<file path="src/verilog/uer_defs.svh">
`ifndef UER_DEFS_SVH
`define UER_DEFS_SVH

// ****************************************************************
// Endpoint mode encodings
// ****************************************************************
`define UER_M_DISABLE     4'h0
`define UER_M_NAKIO       4'h1
`define UER_M_STOUT       4'h2
`define UER_M_STALLIO     4'h3
`define UER_M_IGNIO       4'h4
`define UER_M_ISOOUT      4'h5
`define UER_M_STIN        4'h6
`define UER_M_ISOIN       4'h7
`define UER_M_NAKOUT      4'h8
`define UER_M_ACKOUT      4'h9
`define UER_M_NAKOUT_STIN 4'hA
`define UER_M_ACKOUT_STIN 4'hB
`define UER_M_NAKIN       4'hC
`define UER_M_ACKIN       4'hD
`define UER_M_NAKIN_STOUT 4'hE
`define UER_M_ACKIN_STOUT 4'hF

// ****************************************************************
// Counts and timing
// ****************************************************************
`define UER_MAX_CNT  5'h0A
`define UER_STAT_CNT 5'h02
`define UER_CNT_SAT  4'hF
`define UER_LOCK_NS  1000
`define UER_CLK_NS   100
`define UER_LOCK_CYC ((`UER_LOCK_NS + `UER_CLK_NS - 1) / `UER_CLK_NS)
`endif

</file>
<file path="src/verilog/uer_pkg.sv">
package uer_pkg;
	typedef enum logic [1:0] {UER_TOK_SETUP = 2'h0, UER_TOK_IN = 2'h1, UER_TOK_OUT = 2'h2} uer_tok_t;
	typedef enum logic [2:0] {
		UER_RSP_NONE = 3'h0, UER_RSP_ACK = 3'h1, UER_RSP_NAK = 3'h2,
		UER_RSP_STALL = 3'h3, UER_RSP_TX0 = 3'h4, UER_RSP_TXCNT = 3'h5
	} uer_rsp_t;
	typedef enum logic [1:0] {UER_ST_IDLE = 2'h0, UER_ST_RXDATA = 2'h1, UER_ST_TXWAIT = 2'h2} uer_state_t;
	typedef struct packed {logic keep; logic [7:0] data;} uer_byte_t;
	typedef struct packed {
		logic [3:0] mode;
		logic       data_toggle_bit;
		logic       dval;
		logic [3:0] count;
		logic       setup_f;
		logic       in_f;
		logic       out_f;
		logic       ack_f;
	} uer_ep_t;
	typedef struct packed {
		logic       set_mode;
		logic [3:0] mode;
		logic       set_data;
		logic       data_toggle_bit;
		logic       dval;
		logic [3:0] count;
		logic       setup_f;
		logic       in_f;
		logic       out_f;
		logic       ack_f;
	} uer_upd_t;
endpackage
</file>
<file path="src/verilog/uer_buf2.sv">
`timescale 1ns/100ps
module uer_buf2 #(
	parameter int WIDTH = 9,
	parameter int DEPTH = 2
) (
	input  wire logic             clk,
	input  wire logic             rstn,
	input  wire logic             in_valid,
	output logic                  in_ready,
	input  wire logic [WIDTH-1:0] in_data,
	output logic                  out_valid,
	input  wire logic             out_ready,
	output logic      [WIDTH-1:0] out_data
);
	logic             main_v_ff;
	logic             skid_v_ff;
	logic [WIDTH-1:0] main_ff;
	logic [WIDTH-1:0] skid_ff;
	logic             push;
	logic             refill;

	if (DEPTH != 2 || WIDTH < 1) begin : g_chk
		$error("uer_buf2 serves two entries of at least one bit");
	end

	// Main entry faces the drain, skid entry catches a stalled word
	assign push      = in_valid && !skid_v_ff;
	assign refill    = out_ready || !main_v_ff;
	assign in_ready  = !skid_v_ff;
	assign out_valid = main_v_ff;
	assign out_data  = main_ff;

	always_ff @(posedge clk or negedge rstn) begin
		if (!rstn) begin
			main_v_ff <= 1'b0;
			skid_v_ff <= 1'b0;
			main_ff   <= '0;
			skid_ff   <= '0;
		end else begin
			main_v_ff <= refill ? (skid_v_ff || push) : 1'b1;
			main_ff   <= refill ? (skid_v_ff ? skid_ff : (push ? in_data : main_ff)) : main_ff;
			skid_v_ff <= refill ? 1'b0 : (skid_v_ff || push);
			skid_ff   <= (push && !refill) ? in_data : skid_ff;
		end
	end
endmodule

</file>
<file path="src/verilog/uer_ep_reg.sv">
`timescale 1ns/100ps
`include "uer_defs.svh"
module uer_ep_reg (
	input  wire logic              clk,
	input  wire logic              rstn,
	input  wire logic              upd_v,
	input  wire uer_pkg::uer_upd_t upd,
	input  wire logic              mode_wr,
	input  wire logic              cnt_wr,
	input  wire logic [3:0]        wdata,
	output uer_pkg::uer_ep_t       st
);
	uer_pkg::uer_ep_t st_ff;
	uer_pkg::uer_ep_t nxt_st;

	// Processor writes first, engine updates override them
	always_comb begin
		nxt_st = st_ff;
		if (mode_wr) begin
			nxt_st.mode    = wdata;
			nxt_st.setup_f = 1'b0;
			nxt_st.in_f    = 1'b0;
			nxt_st.out_f   = 1'b0;
			nxt_st.ack_f   = 1'b0;
		end
		if (cnt_wr) begin
			nxt_st.count = wdata;
		end
		if (upd_v && upd.set_mode) begin
			nxt_st.mode = upd.mode;
		end
		if (upd_v && upd.set_data) begin
			nxt_st.data_toggle_bit = upd.data_toggle_bit;
			nxt_st.dval            = upd.dval;
			nxt_st.count           = upd.count;
		end
		if (upd_v) begin
			nxt_st.setup_f = nxt_st.setup_f | upd.setup_f;
			nxt_st.in_f    = nxt_st.in_f | upd.in_f;
			nxt_st.out_f   = nxt_st.out_f | upd.out_f;
			nxt_st.ack_f   = nxt_st.ack_f | upd.ack_f;
		end
	end

	assign st = st_ff;

	always_ff @(posedge clk or negedge rstn) begin
		if (!rstn) begin
			st_ff      <= '0;
			st_ff.mode <= `UER_M_DISABLE;
		end else begin
			st_ff <= nxt_st;
		end
	end
endmodule

</file>
<file path="src/verilog/uer_mode_responder.sv">
`timescale 1ns/100ps
`include "uer_defs.svh"
module uer_mode_responder #(
	parameter int N_EP = 3
) (
	input  wire logic                   clk,
	input  wire logic                   rstn,
	input  wire logic                   tok_stb,
	input  wire uer_pkg::uer_tok_t      tok_pid,
	input  wire logic [1:0]             tok_ep,
	input  wire logic                   tok_ok,
	input  wire logic                   data_start,
	input  wire logic                   data_end,
	input  wire logic [4:0]             data_cnt,
	input  wire logic                   data_ok,
	input  wire logic                   data_tog,
	input  wire logic                   rx_valid,
	output logic                        rx_ready,
	input  wire logic [7:0]             rx_data,
	input  wire logic                   in_end,
	input  wire logic                   in_acked,
	output logic                        wr_valid,
	input  wire logic                   wr_ready,
	output uer_pkg::uer_byte_t          wr_byte,
	output logic                        rsp_stb,
	output uer_pkg::uer_rsp_t           rsp_kind,
	output logic [N_EP-1:0]             irq,
	output logic                        lock,
	input  wire logic [1:0]             cpu_ep,
	input  wire logic                   cpu_mode_wr,
	input  wire logic                   cpu_cnt_wr,
	input  wire logic [3:0]             cpu_wdata,
	input  wire logic                   cpu_rd,
	output uer_pkg::uer_ep_t [N_EP-1:0] ep_st
);
	// ****************************************************************
	// Declarations
	// ****************************************************************
	uer_pkg::uer_state_t state_ff;
	uer_pkg::uer_state_t nxt_state;
	uer_pkg::uer_tok_t   pid_ff;
	uer_pkg::uer_tok_t   nxt_pid;
	logic [1:0]          ep_ff;
	logic [1:0]          nxt_ep;
	logic                keep_ff;
	logic                nxt_keep;
	logic                rsp_stb_ff;
	logic                nxt_rsp_stb;
	uer_pkg::uer_rsp_t   rsp_kind_ff;
	uer_pkg::uer_rsp_t   nxt_rsp_kind;
	logic [N_EP-1:0]     irq_ff;
	logic [N_EP-1:0]     nxt_irq;
	logic                lock_ff;
	logic                nxt_lock;
	logic                upd_v;
	logic                irq_req;
	logic                ack_xfer;
	uer_pkg::uer_upd_t   upd;
	logic [3:0]          tok_mode;
	logic [3:0]          cur_mode;
	logic                tok_hit;
	logic                data_good;
	logic                data_big;
	logic [3:0]          cnt_sat;
	logic                lock_set;
	logic                lock_clr;
	uer_pkg::uer_rsp_t   tok_in_rsp;
	uer_pkg::uer_byte_t  buf_in;

	if (N_EP < 1 || N_EP > 4) begin : g_chk
		$error("uer_mode_responder serves one to four endpoints");
	end

	// ****************************************************************
	// Mode decoding
	// ****************************************************************
	// Modes that take a Setup
	function automatic logic takes_setup(input logic [3:0] m);
		case (m)
			`UER_M_NAKIO, `UER_M_STOUT, `UER_M_STALLIO, `UER_M_IGNIO, `UER_M_STIN,
			`UER_M_NAKOUT_STIN, `UER_M_ACKOUT_STIN, `UER_M_NAKIN_STOUT, `UER_M_ACKIN_STOUT: takes_setup = 1'b1;
			default: takes_setup = 1'b0;
		endcase
	endfunction

	// Modes that do not drop an Out token
	function automatic logic takes_out(input logic [3:0] m);
		case (m)
			`UER_M_DISABLE, `UER_M_IGNIO, `UER_M_ISOIN, `UER_M_NAKIN, `UER_M_ACKIN: takes_out = 1'b0;
			default: takes_out = 1'b1;
		endcase
	endfunction

	// Modes whose Out data lands in the buffer
	function automatic logic stores_out(input logic [3:0] m);
		stores_out = (m == `UER_M_ISOOUT) || (m == `UER_M_ACKOUT) || (m == `UER_M_ACKOUT_STIN);
	endfunction

	// Answer to an In token per mode
	function automatic uer_pkg::uer_rsp_t in_answer(input logic [3:0] m);
		case (m)
			`UER_M_NAKIO, `UER_M_NAKIN, `UER_M_NAKIN_STOUT:        in_answer = uer_pkg::UER_RSP_NAK;
			`UER_M_STOUT, `UER_M_STALLIO:                         in_answer = uer_pkg::UER_RSP_STALL;
			`UER_M_STIN, `UER_M_NAKOUT_STIN, `UER_M_ACKOUT_STIN:  in_answer = uer_pkg::UER_RSP_TX0;
			`UER_M_ISOIN, `UER_M_ACKIN, `UER_M_ACKIN_STOUT:       in_answer = uer_pkg::UER_RSP_TXCNT;
			default:                                              in_answer = uer_pkg::UER_RSP_NONE;
		endcase
	endfunction

	// Token qualification and current endpoint mode
	assign tok_hit    = tok_stb && tok_ok && ({1'b0, tok_ep} < 3'(N_EP));
	assign tok_mode   = tok_hit ? ep_st[tok_ep].mode : `UER_M_DISABLE;
	assign cur_mode   = ep_st[ep_ff].mode;
	assign tok_in_rsp = in_answer(tok_mode);
	assign data_big   = data_cnt > `UER_MAX_CNT;
	assign data_good  = data_ok && !data_big;
	assign cnt_sat    = data_big ? `UER_CNT_SAT : data_cnt[3:0];

	// ****************************************************************
	// Transaction decisions
	// ****************************************************************
	always_comb begin
		nxt_state    = state_ff;
		nxt_pid      = pid_ff;
		nxt_ep       = ep_ff;
		nxt_keep     = keep_ff;
		nxt_rsp_stb  = 1'b0;
		nxt_rsp_kind = rsp_kind_ff;
		upd_v        = 1'b0;
		irq_req      = 1'b0;
		ack_xfer     = 1'b0;
		upd          = '0;
		if (tok_stb) begin
			// A new token always starts over, a stuck phase is abandoned
			nxt_state = uer_pkg::UER_ST_IDLE;
			nxt_ep    = tok_ep;
			nxt_pid   = tok_pid;
			nxt_keep  = 1'b0;
			if (tok_hit && tok_pid == uer_pkg::UER_TOK_SETUP && takes_setup(tok_mode)) begin
				nxt_state = uer_pkg::UER_ST_RXDATA;
				nxt_keep  = 1'b1;
			end else if (tok_hit && tok_pid == uer_pkg::UER_TOK_OUT && takes_out(tok_mode)) begin
				nxt_state = uer_pkg::UER_ST_RXDATA;
				nxt_keep  = stores_out(tok_mode);
			end else if (tok_hit && tok_pid == uer_pkg::UER_TOK_IN && tok_in_rsp != uer_pkg::UER_RSP_NONE) begin
				nxt_rsp_stb  = 1'b1;
				nxt_rsp_kind = tok_in_rsp;
				if (tok_in_rsp == uer_pkg::UER_RSP_NAK || tok_in_rsp == uer_pkg::UER_RSP_STALL) begin
					upd_v     = 1'b1;
					upd.in_f  = 1'b1;
					irq_req   = 1'b1;
				end else begin
					nxt_state = uer_pkg::UER_ST_TXWAIT;
				end
			end
		end else if (state_ff == uer_pkg::UER_ST_RXDATA && data_start && pid_ff == uer_pkg::UER_TOK_SETUP) begin
			upd_v       = 1'b1;
			upd.setup_f = 1'b1;
		end else if (state_ff == uer_pkg::UER_ST_RXDATA && data_end) begin
			nxt_state = uer_pkg::UER_ST_IDLE;
			nxt_keep  = 1'b0;
			upd.data_toggle_bit = data_tog;
			upd.dval            = data_good;
			upd.count           = cnt_sat;
			if (pid_ff == uer_pkg::UER_TOK_SETUP) begin
				// Setup always overwrites the buffer and interrupts
				upd_v        = 1'b1;
				irq_req      = 1'b1;
				upd.set_data = 1'b1;
				if (data_good) begin
					upd.ack_f    = 1'b1;
					upd.set_mode = 1'b1;
					upd.mode     = `UER_M_NAKIO;
					ack_xfer     = 1'b1;
					nxt_rsp_stb  = 1'b1;
					nxt_rsp_kind = uer_pkg::UER_RSP_ACK;
				end
			end else begin
				case (cur_mode)
					`UER_M_NAKIO, `UER_M_STALLIO: begin
						upd_v        = data_good;
						upd.out_f    = 1'b1;
						irq_req      = data_good;
						nxt_rsp_stb  = data_good;
						nxt_rsp_kind = (cur_mode == `UER_M_NAKIO) ? uer_pkg::UER_RSP_NAK : uer_pkg::UER_RSP_STALL;
					end
					`UER_M_ISOOUT: begin
						upd_v        = 1'b1;
						upd.set_data = 1'b1;
						upd.out_f    = 1'b1;
						upd.ack_f    = 1'b1;
						irq_req      = 1'b1;
					end
					`UER_M_STIN: begin
						upd_v        = data_good;
						upd.out_f    = 1'b1;
						upd.set_mode = 1'b1;
						upd.mode     = `UER_M_STALLIO;
						irq_req      = data_good;
						nxt_rsp_stb  = data_good;
						nxt_rsp_kind = uer_pkg::UER_RSP_STALL;
					end
					`UER_M_NAKOUT, `UER_M_NAKOUT_STIN: begin
						upd_v        = data_good;
						upd.out_f    = 1'b1;
						irq_req      = data_good;
						nxt_rsp_stb  = data_good;
						nxt_rsp_kind = uer_pkg::UER_RSP_NAK;
					end
					`UER_M_ACKOUT, `UER_M_ACKOUT_STIN: begin
						// Bad data still lands in the buffer as junk
						upd_v        = 1'b1;
						upd.set_data = 1'b1;
						upd.out_f    = 1'b1;
						irq_req      = 1'b1;
						upd.ack_f    = data_good;
						upd.set_mode = data_good;
						upd.mode     = (cur_mode == `UER_M_ACKOUT) ? `UER_M_NAKOUT : `UER_M_NAKOUT_STIN;
						ack_xfer     = data_good;
						nxt_rsp_stb  = data_good;
						nxt_rsp_kind = uer_pkg::UER_RSP_ACK;
					end
					`UER_M_STOUT, `UER_M_NAKIN_STOUT, `UER_M_ACKIN_STOUT: begin
						upd_v        = data_good;
						upd.set_data = 1'b1;
						upd.out_f    = 1'b1;
						irq_req      = data_good;
						nxt_rsp_stb  = data_good;
						if (data_cnt == `UER_STAT_CNT && data_tog) begin
							upd.ack_f    = 1'b1;
							ack_xfer     = data_good;
							nxt_rsp_kind = uer_pkg::UER_RSP_ACK;
						end else begin
							upd.set_mode = 1'b1;
							upd.mode     = `UER_M_STALLIO;
							nxt_rsp_kind = uer_pkg::UER_RSP_STALL;
						end
					end
					default: begin
						upd_v = 1'b0;
					end
				endcase
			end
		end else if (state_ff == uer_pkg::UER_ST_TXWAIT && in_end) begin
			// In flag only once the host handshake window has closed
			nxt_state    = uer_pkg::UER_ST_IDLE;
			upd_v        = in_acked || (cur_mode == `UER_M_ISOIN);
			upd.in_f     = 1'b1;
			upd.ack_f    = in_acked;
			ack_xfer     = in_acked;
			irq_req      = upd_v;
			upd.set_mode = in_acked && (cur_mode == `UER_M_ACKIN || cur_mode == `UER_M_ACKIN_STOUT);
			upd.mode     = (cur_mode == `UER_M_ACKIN) ? `UER_M_NAKIN : `UER_M_NAKIN_STOUT;
		end
	end

	// ****************************************************************
	// Interrupt, lock and endpoint status
	// ****************************************************************
	// Lock is set by an ACK on endpoint 0, cleared by a read while idle
	assign lock_set = ack_xfer && upd_v && (ep_ff == 2'h0) && !tok_stb;
	assign lock_clr = cpu_rd && (state_ff == uer_pkg::UER_ST_IDLE);
	assign nxt_lock = lock_set || (lock_ff && !lock_clr);

	for (genvar i = 0; i < N_EP; i++) begin : g_ep
		logic wr_ok;
		logic ep_upd;
		assign wr_ok  = (cpu_ep == 2'(i)) && !(i == 0 && lock_ff);
		assign ep_upd = upd_v && (nxt_ep == 2'(i));
		assign nxt_irq[i] = irq_req && (nxt_ep == 2'(i));
		uer_ep_reg u_ep (
			.clk     (clk),
			.rstn    (rstn),
			.upd_v   (ep_upd),
			.upd     (upd),
			.mode_wr (cpu_mode_wr && wr_ok),
			.cnt_wr  (cpu_cnt_wr && wr_ok),
			.wdata   (cpu_wdata),
			.st      (ep_st[i])
		);
	end

	// ****************************************************************
	// Receive byte path
	// ****************************************************************
	// Every byte passes the buffer, keep marks those the buffer memory takes
	assign buf_in.keep = keep_ff && (state_ff == uer_pkg::UER_ST_RXDATA);
	assign buf_in.data = rx_data;

	uer_buf2 #(
		.WIDTH ($bits(uer_pkg::uer_byte_t)),
		.DEPTH (2)
	) u_buf (
		.clk       (clk),
		.rstn      (rstn),
		.in_valid  (rx_valid),
		.in_ready  (rx_ready),
		.in_data   (buf_in),
		.out_valid (wr_valid),
		.out_ready (wr_ready),
		.out_data  (wr_byte)
	);

	assign rsp_stb  = rsp_stb_ff;
	assign rsp_kind = rsp_kind_ff;
	assign irq      = irq_ff;
	assign lock     = lock_ff;

	// State registers
	always_ff @(posedge clk or negedge rstn) begin
		if (!rstn) begin
			state_ff    <= uer_pkg::UER_ST_IDLE;
			pid_ff      <= uer_pkg::UER_TOK_SETUP;
			ep_ff       <= 2'h0;
			keep_ff     <= 1'b0;
			rsp_stb_ff  <= 1'b0;
			rsp_kind_ff <= uer_pkg::UER_RSP_NONE;
			irq_ff      <= '0;
			lock_ff     <= 1'b0;
		end else begin
			state_ff    <= nxt_state;
			pid_ff      <= nxt_pid;
			ep_ff       <= nxt_ep;
			keep_ff     <= nxt_keep;
			rsp_stb_ff  <= nxt_rsp_stb;
			rsp_kind_ff <= nxt_rsp_kind;
			irq_ff      <= nxt_irq;
			lock_ff     <= nxt_lock;
		end
	end

	logic [7:0] lock_cnt;
	always_ff @(posedge clk or negedge rstn) begin
		if (!rstn) begin
			lock_cnt <= 8'h00;
		end else begin
			lock_cnt <= lock_ff ? ((lock_cnt == 8'hFF) ? lock_cnt : lock_cnt + 8'h01) : 8'h00;
		end
	end
endmodule

</file>
<file path="config.mk">
export PLATFORM = sky130hd
export DESIGN_NAME = uer_mode_responder
export DESIGN_NICKNAME = d
export VERILOG_FILES = /design/src/verilog/uer_pkg.sv /design/src/verilog/uer_buf2.sv /design/src/verilog/uer_ep_reg.sv /design/src/verilog/uer_mode_responder.sv
export VERILOG_INCLUDE_DIRS = /design/src /design/src/verilog
export SDC_FILE = /design/constraint.sdc
export NUM_CORES = 1
export LEC_CHECK = 0
export ABC_AREA = 1
export BUFFER_PORTS_ARGS = -buffer_cell sky130_fd_sc_hd__buf_2
export CORE_ASPECT_RATIO = 0.75
export CORE_MARGIN = 3
export CORE_UTILIZATION = 35
export CTS_CLUSTER_DIAMETER = 50
export DETAILED_ROUTE_END_ITERATION = 8
export HOLD_SLACK_MARGIN = 0.15
export PLACE_DENSITY_LB_ADDON = 0.12
export SETUP_SLACK_MARGIN = 0.5
export SYNTH_ARGS = -nofsm -noshare
export SYNTH_HDL_FRONTEND = slang
export SYNTH_SLANG_ARGS = --single-unit
</file>
<file path="constraint.sdc">
create_clock -name clk -period 2.3 [get_ports clk]
set_clock_uncertainty 0.15 [all_clocks]
set_input_delay 0.115 -clock clk [delete_from_list [all_inputs] [get_ports clk]]
set_output_delay 0.115 -clock clk [all_outputs]
set_load 0.1 [all_outputs]
</file>
==> impl_metrics.toml, run 1 <==
[status]
status = "finished with violations"
violations = "setup timing"

[floorplanning]
rows = 34
die_w_um = 135.3
dieArea_um2 = 13940
coreArea_um2 = 11910
ios = 99
start_util_pct = 36.86
fp.dieH_um = 103.0

[finish]
drive_gt1_share_pct = 42.99
n_antenna_cell = 0
fin_util_pct = 60.05
area_delta_synth_final_pct = 62.92
final_cell_mix = "nand2_1, buf_4, buf_2"
fillers = 1086
nets = 882
final_common_cell = "nand2_1"
final_cell_area_um2 = 7153

[global_routing]
grt_pass1_vias = 4771
grt.total_usage_pct = 23.92
grt_max_degree = 70
gr-total-overflow = 0
grt_pass1_wl_um = 25630
antenna_found_initial = 0

[power_and_ir_drop]
leakagePower_nw = 3.622
switching_share_pct = 43.93
powerDensity_nw_per_um2 = 714.1
seqPwrFrac_pct = 32.2
p_clk_share_pct = 28.7
ir_drop_uv = 460.5
intPower_mw = 2.864
pwr-share-comb_pct = 39.1
power.switching_mw = 2.244

[logic_synthesis]
synth_nets = 630
yosysTopAreaCellShare_pct = 43.89
synthFlopType = "dfrtp_1"
ys_ff_latch = 77
syn_inst = 592
synth_cell_type_count = 42
synth_edf_count = 0
async_reset_ff_share_pct = 100.0
ys_warn_count = 0
syn_area_per_cell_um2 = 7.416
synth_area_um2 = 4390
seq_area_frac_synth_pct = 43.89
synth_largest_area_cell = "dfrtp_1"
synthTopCellsByArea = "dfrtp_1, nand2_1, nand3_1"

[placed_design]
place_hpwl_um = 11690
pre_cts_ws_ns = -0.2669
dpl_cell_area_um2 = 5787
portBuffers = 98
gp_congestion = 0.9200

[min_path]
hold_path_class = "in -> reg"

[critical_path]
crit_type = "reg -> reg"
cp-end-kind = "flip-flop"
crit_path_max_incr_delay_ns = 0.46
cp_slowest_cell = "dfrtp_2"
cp_max_fo = 8
path_buf_inv = 3
crit_family = "simple AND/OR/NAND/NOR gates"
cp_common_cell = "nand2_2"
worstPathCellList = "clkinvlp_4 > nand2_2 > nand2_2 > a21oi_4 > nand2_2 > nor2_4 > nand2_2 > nand4_1 > nand3_2 > a21oi_4 > buf_6 > buf_6 > nand3_4 > nand3_1 > nand2_1"
start_kind = "flip-flop"
arrival_ns = 2.66
required_ns = 2.40

[timing]
max_slew_margin_pct = 38.90
clock.fmax_mhz = 389.9
hold_violations = 0
setup_ws_ns = -0.2645
maxSlewViolCount = 0
finalSetupViolCount = 46
fin_crit_sh_pct = 111.5
finalCriticalPeriod_ns = 2.564
tightest_slew_ns = 0.9165
rsz0062_at_grt = "yes"

[route]
wl_per_cell_um = 16.50
wl_um = 16680
vias = 5185
postRouteAntennaNets = 0
drt_iter0_markers = 501
viasPerCell = 5.129
drcViolationCount = 0
first_pass_iters = 5

[flow_run]
max_cap_violations = 0

[clock_tree]
cts_root_buf = "clkbuf_16"
clk_path_buf_depth = 2
clock_latency_ns = 0.36
cts_tree = "yes"
cts_buffers = 9
path_clk_slew_ns = 0.07
cts_max_level = 3
cts_sinks = 77
-- cells by family (layout without fill, tap and decap cells) --
group                  Yosys count  count (layout)  share of synthesized area, %
AO/OA/AOI/OAI                   73              73                         10.54
buffers and inverters           69             324                         6.697
AND/OR/NAND/NOR                365             367                         36.82
multiplexers                     8               8                         2.052
flip-flops                      77              77                         43.89
-- final timing paths --
check                      slack, ns  cells past startpoint   startpoint                   to
max                            -0.26                     15     ep_ff[0]  g_ep[0].u_ep.st[13]
max in group asynchronous       1.02                      2         rstn  g_ep[0].u_ep.st[13]
min reg2reg                     0.31                      2  rsp_kind[2]          rsp_kind[2]
max reg2reg                    -0.26                     15     ep_ff[0]  g_ep[0].u_ep.st[13]
min in group asynchronous       0.28                      2         rstn          rsp_kind[1]
min                             0.17                      5       in_end          state_ff[1]
-- through the flow --
stage / TNS, ns / power [mW] / std cells / hold slack, ns
global route: -16.87 / 5.323 / 1011 / 0.2096
CTS: -5.765 / 5.049 / 999 / 0.1556
detailed placement: -9.510 / 3.432 / 928 / 0.1548
floorplan: -5.863 / 2.906 / 592 / -0.3306
global placement: -7.589 / 3.421 / 928 / 0.1502
finish: -8.775 / 5.108 / 1011 / 0.1667
-- state kept, by name, summed over array words and instances, names as in the netlist --
signal / flops
g_ep.u_ep.st: 42
u_buf.out_data: 9
u_buf.skid_ff: 9
irq: 3
rsp_kind: 3
ep_ff: 2
pid_ff: 2
state_ff: 2
keep_ff: 1
lock: 1
rsp_stb: 1
u_buf.out_valid: 1
u_buf.skid_v_ff: 1
-- area by class of cell --
class / instances / area (um2) / area share (%)
tap: 162 / 202.7 / 2.834
timing repair inverter: 1 / 7.507 / 0.1050
inverter: 54 / 207.7 / 2.904
clock inverter: 7 / 75.07 / 1.050
timing repair buffer: 253 / 1883 / 26.33
clock buffer: 9 / 225.2 / 3.149
sequential: 77 / 1977 / 27.64
multi-input combinational: 448 / 2575 / 36.00
-- power by group through the flow --
stage	Clock [mW]	Sequential (mW)	Combinational, mW
3_5_place_dp	0	1.66	1.77
4_1_cts	1.50	1.64	1.91
5_1_grt	1.55	1.66	2.11
6_report	1.47	1.64	1.99
3_3_place_gp	0	1.66	1.76
2_1_floorplan	0	2.46	0.445
-- routing by layer --
layer  global-route usage, %  part of all wire (%)
met5                       0                     0
met4                   5.500                   1.3
met3                   5.220                   6.9
met2                   37.88                    46
met1                   33.79                    46
-- synth_stat cells (3+ instances only) --
cell type    n
dfrtp_1     77
a21boi_0     3
nor2_2       5
inv_1       46
nand4_1     30
o21ai_0     28
nor4_1       3
inv_2        7
nor3_2       3
nor3_1       7
a21oi_1      6
clkbuf_1     7
o21ai_1      7
buf_2        4
nand2_1    211
nand2_2      6
nand3_2      5
nand3_1     51
mux2_2       8
a31oi_1      9
o211ai_1     4
nor2_1      41
-- what timing repair did --
| item | in CTS | in global routing |
|---|---|---|
| endpoints found under the setup margin | 53 | 61 |
| buffers inserted | 17 | 11 |
| hold endpoints to repair | 124 | 0 |
| hold buffers | 34 | 0 |
| pin swaps | 27 | 35 |
| gates resized for setup | 72 | 43 |
| cloned | 4 | 1 |
-- worst register-to-register path, stage by stage, from the launching register on --
cell,delay (ns)
dfrtp_2,0.46
clkinvlp_4,0.18
nand2_2,0.10
nand2_2,0.06
a21oi_4,0.18
nand2_2,0.10
nor2_4,0.14
nand2_2,0.08
nand4_1,0.12
nand3_2,0.10
a21oi_4,0.26
buf_6,0.15
buf_6,0.11
nand3_4,0.12
nand3_1,0.09
nand2_1,0.06
(Power assumes the default switching activity.)
==> run 2: changes to the inputs <==
Settings changed: ABC_AREA 1 to not set.
==> run 2 against run 1 <==
Net effect: global-route usage decreased by 1.9 points; fmax down 6.6%; highest routed layer unchanged; first-iteration DRC count fell by 65%; the run still ends with setup timing left; sequential power increased by 5%; clock power down 9.5%; core utilization is 0.25 points lower; cell area down 5.8%; critical endpoint is now g_ep[2].u_ep.st[11]; routed wire length shrank 12%.
==> impl_metrics.toml, run 2 <==
[route]
drt_iter0_markers = 176
first_pass_iters = 4
postRouteAntennaNets = 0
vias = 4048
viasPerCell = 5.079
wl_um = 14630
drcViolationCount = 0
wl_per_cell_um = 18.36

[finish]
drive_gt1_share_pct = 48.91
largest_register_ffs = 42
fillers = 994
n_antenna_cell = 0
area_delta_synth_final_pct = 61.46
multi_input_area_um2 = 2566
final-seq-area_um2 = 1974
nets = 673
final_cell_area_um2 = 6741
final_common_cell = "buf_2"
final_cell_mix = "buf_2, buf_4, dfrtp_1"

[critical_path]
required_ns = 2.41
cp_slowest_cell = "dfrtp_2"
crit_path_max_incr_delay_ns = 0.49
cp-end-kind = "flip-flop"
start_kind = "flip-flop"
arrival_ns = 2.86
cp_common_cell = "mux2i_1"
worstPathCellList = "buf_4 > mux2i_1 > o21ai_2 > nand4_1 > o221ai_2 > a31oi_4 > or3_1 > buf_6 > nor3_4 > mux2i_1"
crit_type = "reg -> reg"
cp_max_fo = 5

[status]
status = "finished with violations"
violations = "setup timing"

[clock_tree]
cts_tree = "yes"
path_clk_slew_ns = 0.06
cts_buffers = 9
cts_sinks = 77
cts_max_level = 3
clock_latency_ns = 0.34
clk_path_buf_depth = 2
cts_root_buf = "clkbuf_16"

[timing]
fin_crit_sh_pct = 119.4
maxSlewViolCount = 0
rsz0062_at_grt = "yes"
clock.fmax_mhz = 364.1
max_slew_margin_pct = 60.85
finalCriticalPeriod_ns = 2.746
tightest_slew_ns = 0.5854
setup_ws_ns = -0.4465
tns_ns = -12.82
finalSetupViolCount = 46
hold_violations = 0

[min_path]
hold_path_class = "in -> async"

[logic_synthesis]
synth_area_um2 = 4175
syn_inst = 402
synth_nets = 440
syn_area_per_cell_um2 = 10.39
yosysMostFrequentCell = "dfrtp_1"
async_reset_ff_share_pct = 100.0
ys_warn_count = 0
synth_edf_count = 0
yosysTopAreaCellShare_pct = 46.15
synthFlopType = "dfrtp_1"
synth_largest_area_cell = "dfrtp_1"
seq_area_frac_synth_pct = 46.15
ys_ff_latch = 77
yosys-top-cells-count = "dfrtp_1, mux2i_1, nand2_1"
synth_cell_type_count = 50
synthTopCellsByArea = "dfrtp_1, mux2i_1, nand2_1"

[floorplanning]
rows = 33
ios = 99
start_util_pct = 37.04
fp.dieH_um = 100.6
dieArea_um2 = 13290
coreArea_um2 = 11270
die_w_um = 132.1

[power_and_ir_drop]
finalPower_mw = 5.781
powerDensity_nw_per_um2 = 857.6
ir_drop_uv = 576.9
leakagePower_nw = 3.258

[placed_design]
portBuffers = 98
pre_cts_ws_ns = -0.5479
dpl_cell_area_um2 = 5570
gp_congestion = 0.8577
place_hpwl_um = 10920

[global_routing]
antenna_found_initial = 0
gr-total-overflow = 0
grt.total_usage_pct = 22.04
grt_max_degree = 44
grt_pass1_vias = 4065
grt_pass1_wl_um = 22640

[flow_run]
max_cap_violations = 0
[run 2: changes by cell type in the layout (fill, tap and decap cells not counted), moves of 13 or more]
cell	previous run	this run
nand2_1	182	40
mux2i_1	0	60
inv_1	38	4
nand3_1	36	5
nand2_2	33	4
nand4_1	30	3
buf_4	101	82
a21oi_1	4	19
inv_2	13	0
[run 2: cell families (layout without fill, tap and decap cells)]
kind of cell	count (synthesis)	count (layout)	synth area share (%)
muxes	84	84	21.01
DFF	77	77	46.15
buffers and inverters	19	257	2.157
AOI/OAI and AO/OA	94	94	15.91
and+or+nand+nor	128	128	14.77
[run 2: what timing repair did]
| item | 4_1_cts | 5_1_grt |
|---|---|---|
| setup buffers | 16 | 4 |
| hold buffers | 31 | 0 |
| pin swaps | 32 | 14 |
| resized for setup | 73 | 33 |
| hold endpoints to repair | 130 | 0 |
| setup endpoints to repair | 52 | 53 |
[run 2: through the flow]
stage	cells	utilization (%)	hold WS (ns)
6_report	797	59.81	0.1556
2_1_floorplan	402	-	-0.3306
3_3_place_gp	730	49.42	-0.002489
3_5_place_dp	730	49.42	-0.0004147
5_1_grt	797	59.81	0.1847
4_1_cts	793	58.08	0.1472
[run 2: area by class of cell]
class,instances,area share (%)
Clock buffer,11,3.601
Clock inverter,5,0.5197
Inverter,5,0.3341
Multi-Input combinational cell,306,38.07
Sequential cell,77,29.29
Tap cell,157,2.914
Timing Repair Buffer,236,25.28
[run 2: layer usage]
metal | routed length, um | share of wire, % | vias up | GRT usage, %
li1 | - | - | 1947 | -
met1 | 7376 | 50 | 1992 | 32.63
met2 | 6466 | 44 | 96 | 33.18
met3 | 637 | 4.4 | 13 | 4.291
met4 | 149 | 1.0 | 0 | 5.650
met5 | 0 | 0 | - | 0
[run 2: final timing paths]
path / slack (ns) / startpoint / endpoint / cells past startpoint
setup / recovery: -0.45 / ep_ff[1] / g_ep[2].u_ep.st[11] / 10
hold / removal: 0.16 / rstn / g_ep[0].u_ep.st[12] / 2
setup reg to reg: -0.45 / ep_ff[1] / g_ep[2].u_ep.st[11] / 10
hold reg to reg: 0.33 / rsp_kind[2] / rsp_kind[2] / 2
max in group asynchronous: 1.15 / rstn / u_buf.skid_ff[7] / 3
min in group clk: 0.16 / data_cnt[4] / g_ep[0].u_ep.st[7] / 5
[run 2: worst max-delay path, delay by kind of cell, from the launching register on]
kind                   cells  cell delay [ns]
AO/OA/AOI/OAI              3             0.50
AND/OR/NAND/NOR            3             0.83
flip-flops                 1             0.49
multiplexers               2             0.37
buffers and inverters      2             0.33
[run 2: report_power, final]
part | switching, mW | leakage, nW | internal (mW) | total (mW)
logic | 1.86 | 2.17 | 0.867 | 2.72
registers | 0.161 | 0.951 | 1.57 | 1.73
clock network | 0.566 | 0.136 | 0.764 | 1.33
==> run 3: changes to the inputs <==
Settings changed: SETUP_SLACK_MARGIN 0.5 to not set.
==> run 3 against run 2 <==
Net effect: the run still ends with setup timing left; combinational power is 7% lower; core utilization is 2.6 points lower; count of clock-buffer cells in the layout is 2 higher; sequential power hardly changed; register-to-register slack better by 0.04 ns; largest power group unchanged.
==> impl_metrics.toml, run 3 (synthesized netlist as in run 2, its figures left out) <==
[clock_tree]
cts_max_level = 3
clk_path_buf_depth = 2
clock_latency_ns = 0.33
cts_root_buf = "clkbuf_16"
cts_sinks = 77
cts_buffers = 9
cts_tree = "yes"
path_clk_slew_ns = 0.06

[global_routing]
grt_pass1_wl_um = 22020
gr-total-overflow = 0
antenna_found_initial = 0
met3_usage_pct = 4.741
use_met1_pct = 30.59
grt.met2_usage_pct = 32.03
grt_pass1_vias = 4128
grt.total_usage_pct = 21.06
busiest_layer = "met2"
grt_max_degree = 43

[timing]
finalSetupViolCount = 43
maxSlewViolCount = 0
rsz0062_at_grt = "yes"
clock.fmax_mhz = 369.8
max_slew_margin_pct = 64.09
finalCriticalPeriod_ns = 2.704
hold_violations = 0
fin_crit_sh_pct = 117.6
setup_ws_ns = -0.4044
tightest_slew_ns = 0.5371

[power_and_ir_drop]
ir_drop_uv = 820.8
seqPwrFrac_pct = 30.5
powerDensity_nw_per_um2 = 866.7
intPower_mw = 3.151
switching_share_pct = 43.65
power.switching_mw = 2.441
p_clk_share_pct = 24.2
finalPower_mw = 5.592
pwr-share-comb_pct = 45.3
leakagePower_nw = 3.165

[floorplanning]
start_util_pct = 37.04
coreArea_um2 = 11270
dieArea_um2 = 13290
fp.dieH_um = 100.6
die_w_um = 132.1
ios = 99
rows = 33

[min_path]
hold_path_class = "in -> async"

[critical_path]
cp-end-kind = "flip-flop"
required_ns = 2.36
rrSetupSlack_ns = -0.40
arrival_ns = 2.77
crit_type = "reg -> reg"
start_kind = "flip-flop"
cp_max_fo = 5

[finish]
final_cell_mix = "buf_2, buf_4, dfrtp_1"
final_cell_area_um2 = 6451
nets = 660
instances_no_fill = 783
fin_util_pct = 57.23
fillers = 1002
n_antenna_cell = 0
final_common_cell = "buf_2"
drive_gt1_share_pct = 44.41
area_delta_synth_final_pct = 54.51
largest_register_ffs = 42

[route]
viasPerCell = 5.165
wl_per_cell_um = 17.61
vias = 4044
first_pass_iters = 5
wl_um = 13790
drcViolationCount = 0
drt_iter0_markers = 187
postRouteAntennaNets = 0

[placed_design]
pre_cts_ws_ns = -0.4206
place_hpwl_um = 10510
placed_cells = 728
gp_congestion = 0.9160
dpl_cell_area_um2 = 5530
portBuffers = 98

[status]
violations = "setup timing"
status = "finished with violations"

[flow_run]
max_cap_violations = 0
[run 3: cell count changes in the layout (fill, tap and decap cells not counted), sizes merged]
cell	before	now
clkbuf	11	13
clkinv	2	1
buf	205	194
inv	6	5
bufinv	0	1
clkinvlp	2	0
dlygate4sd3	31	29
[run 3: area by class of cell]
| cell class | count | area [um2] | share of cell area, % |
|---|---|---|---|
| Clock buffer | 13 | 240.2 | 3.724 |
| Clock inverter | 2 | 35.03 | 0.5431 |
| Inverter | 5 | 18.77 | 0.2909 |
| Multi-Input combinational cell | 306 | 2412 | 37.39 |
| Sequential cell | 77 | 1968 | 30.51 |
| Tap cell | 157 | 196.4 | 3.045 |
| Timing Repair Buffer | 223 | 1580 | 24.50 |
[run 3: power by group through the flow]
| stage | Sequential (mW) | Clock [mW] | Combinational (mW) |
|---|---|---|---|
| 5_1_grt | 1.73 | 1.44 | 2.66 |
| 4_1_cts | 1.70 | 1.39 | 2.48 |
| 2_1_floorplan | 2.75 | 0 | 0.607 |
| 3_3_place_gp | 1.71 | 0 | 2.32 |
| 6_report | 1.71 | 1.35 | 2.53 |
| 3_5_place_dp | 1.72 | 0 | 2.33 |
[run 3: path summary, 6_finish.rpt]
path / start / end / cells after the start
min in group clk: data_tog / g_ep[2].u_ep.st[9] / 3
worst min-delay path: rstn / u_buf.out_valid / 2
max in group asynchronous: rstn / g_ep[1].u_ep.st[13] / 3
worst max register to register: ep_ff[1] / g_ep[1].u_ep.st[9] / 11
worst min register to register: g_ep[0].u_ep.st[3] / g_ep[0].u_ep.st[3] / 2
worst max-delay path: ep_ff[1] / g_ep[1].u_ep.st[9] / 11
[run 3: repair_timing]
| item | in CTS | in global routing |
|---|---|---|
| hold endpoints to repair | 126 | 0 |
| setup endpoints to repair | 42 | 48 |
| buffers inserted | 9 | 4 |
| pin swaps | 26 | 8 |
| resized for setup | 52 | 21 |
| hold buffers | 29 | 0 |
[run 3: worst max-delay path, cell delays in order (launching register included)]
cell	delay, ns
dfrtp_2	0.44
buf_6	0.14
mux2i_4	0.19
o2bb2ai_4	0.21
mux2i_2	0.27
nand2_1	0.12
a31oi_1	0.22
buf_4	0.16
nand3b_1	0.10
buf_6	0.16
nand3_4	0.11
mux2_4	0.30
[run 3: metrics by stage]
step                      hold WS (ns)  setup TNS, ns
after CTS                       0.1513         -10.60
after floorplan                -0.3306         -6.431
after global routing            0.1648         -19.40
final                           0.1513         -13.22
after global placement        -0.04075         -10.30
after detailed placement      -0.03658         -12.33
[run 3: routing by layer]
metal  part of all wire (%)  vias up  wire length, um
li1                       -     1915                -
met1                     49     2005             6786
met2                     44      108             6112
met3                    5.3       16              727
met4                    1.2        0              162
met5                      0        -                0
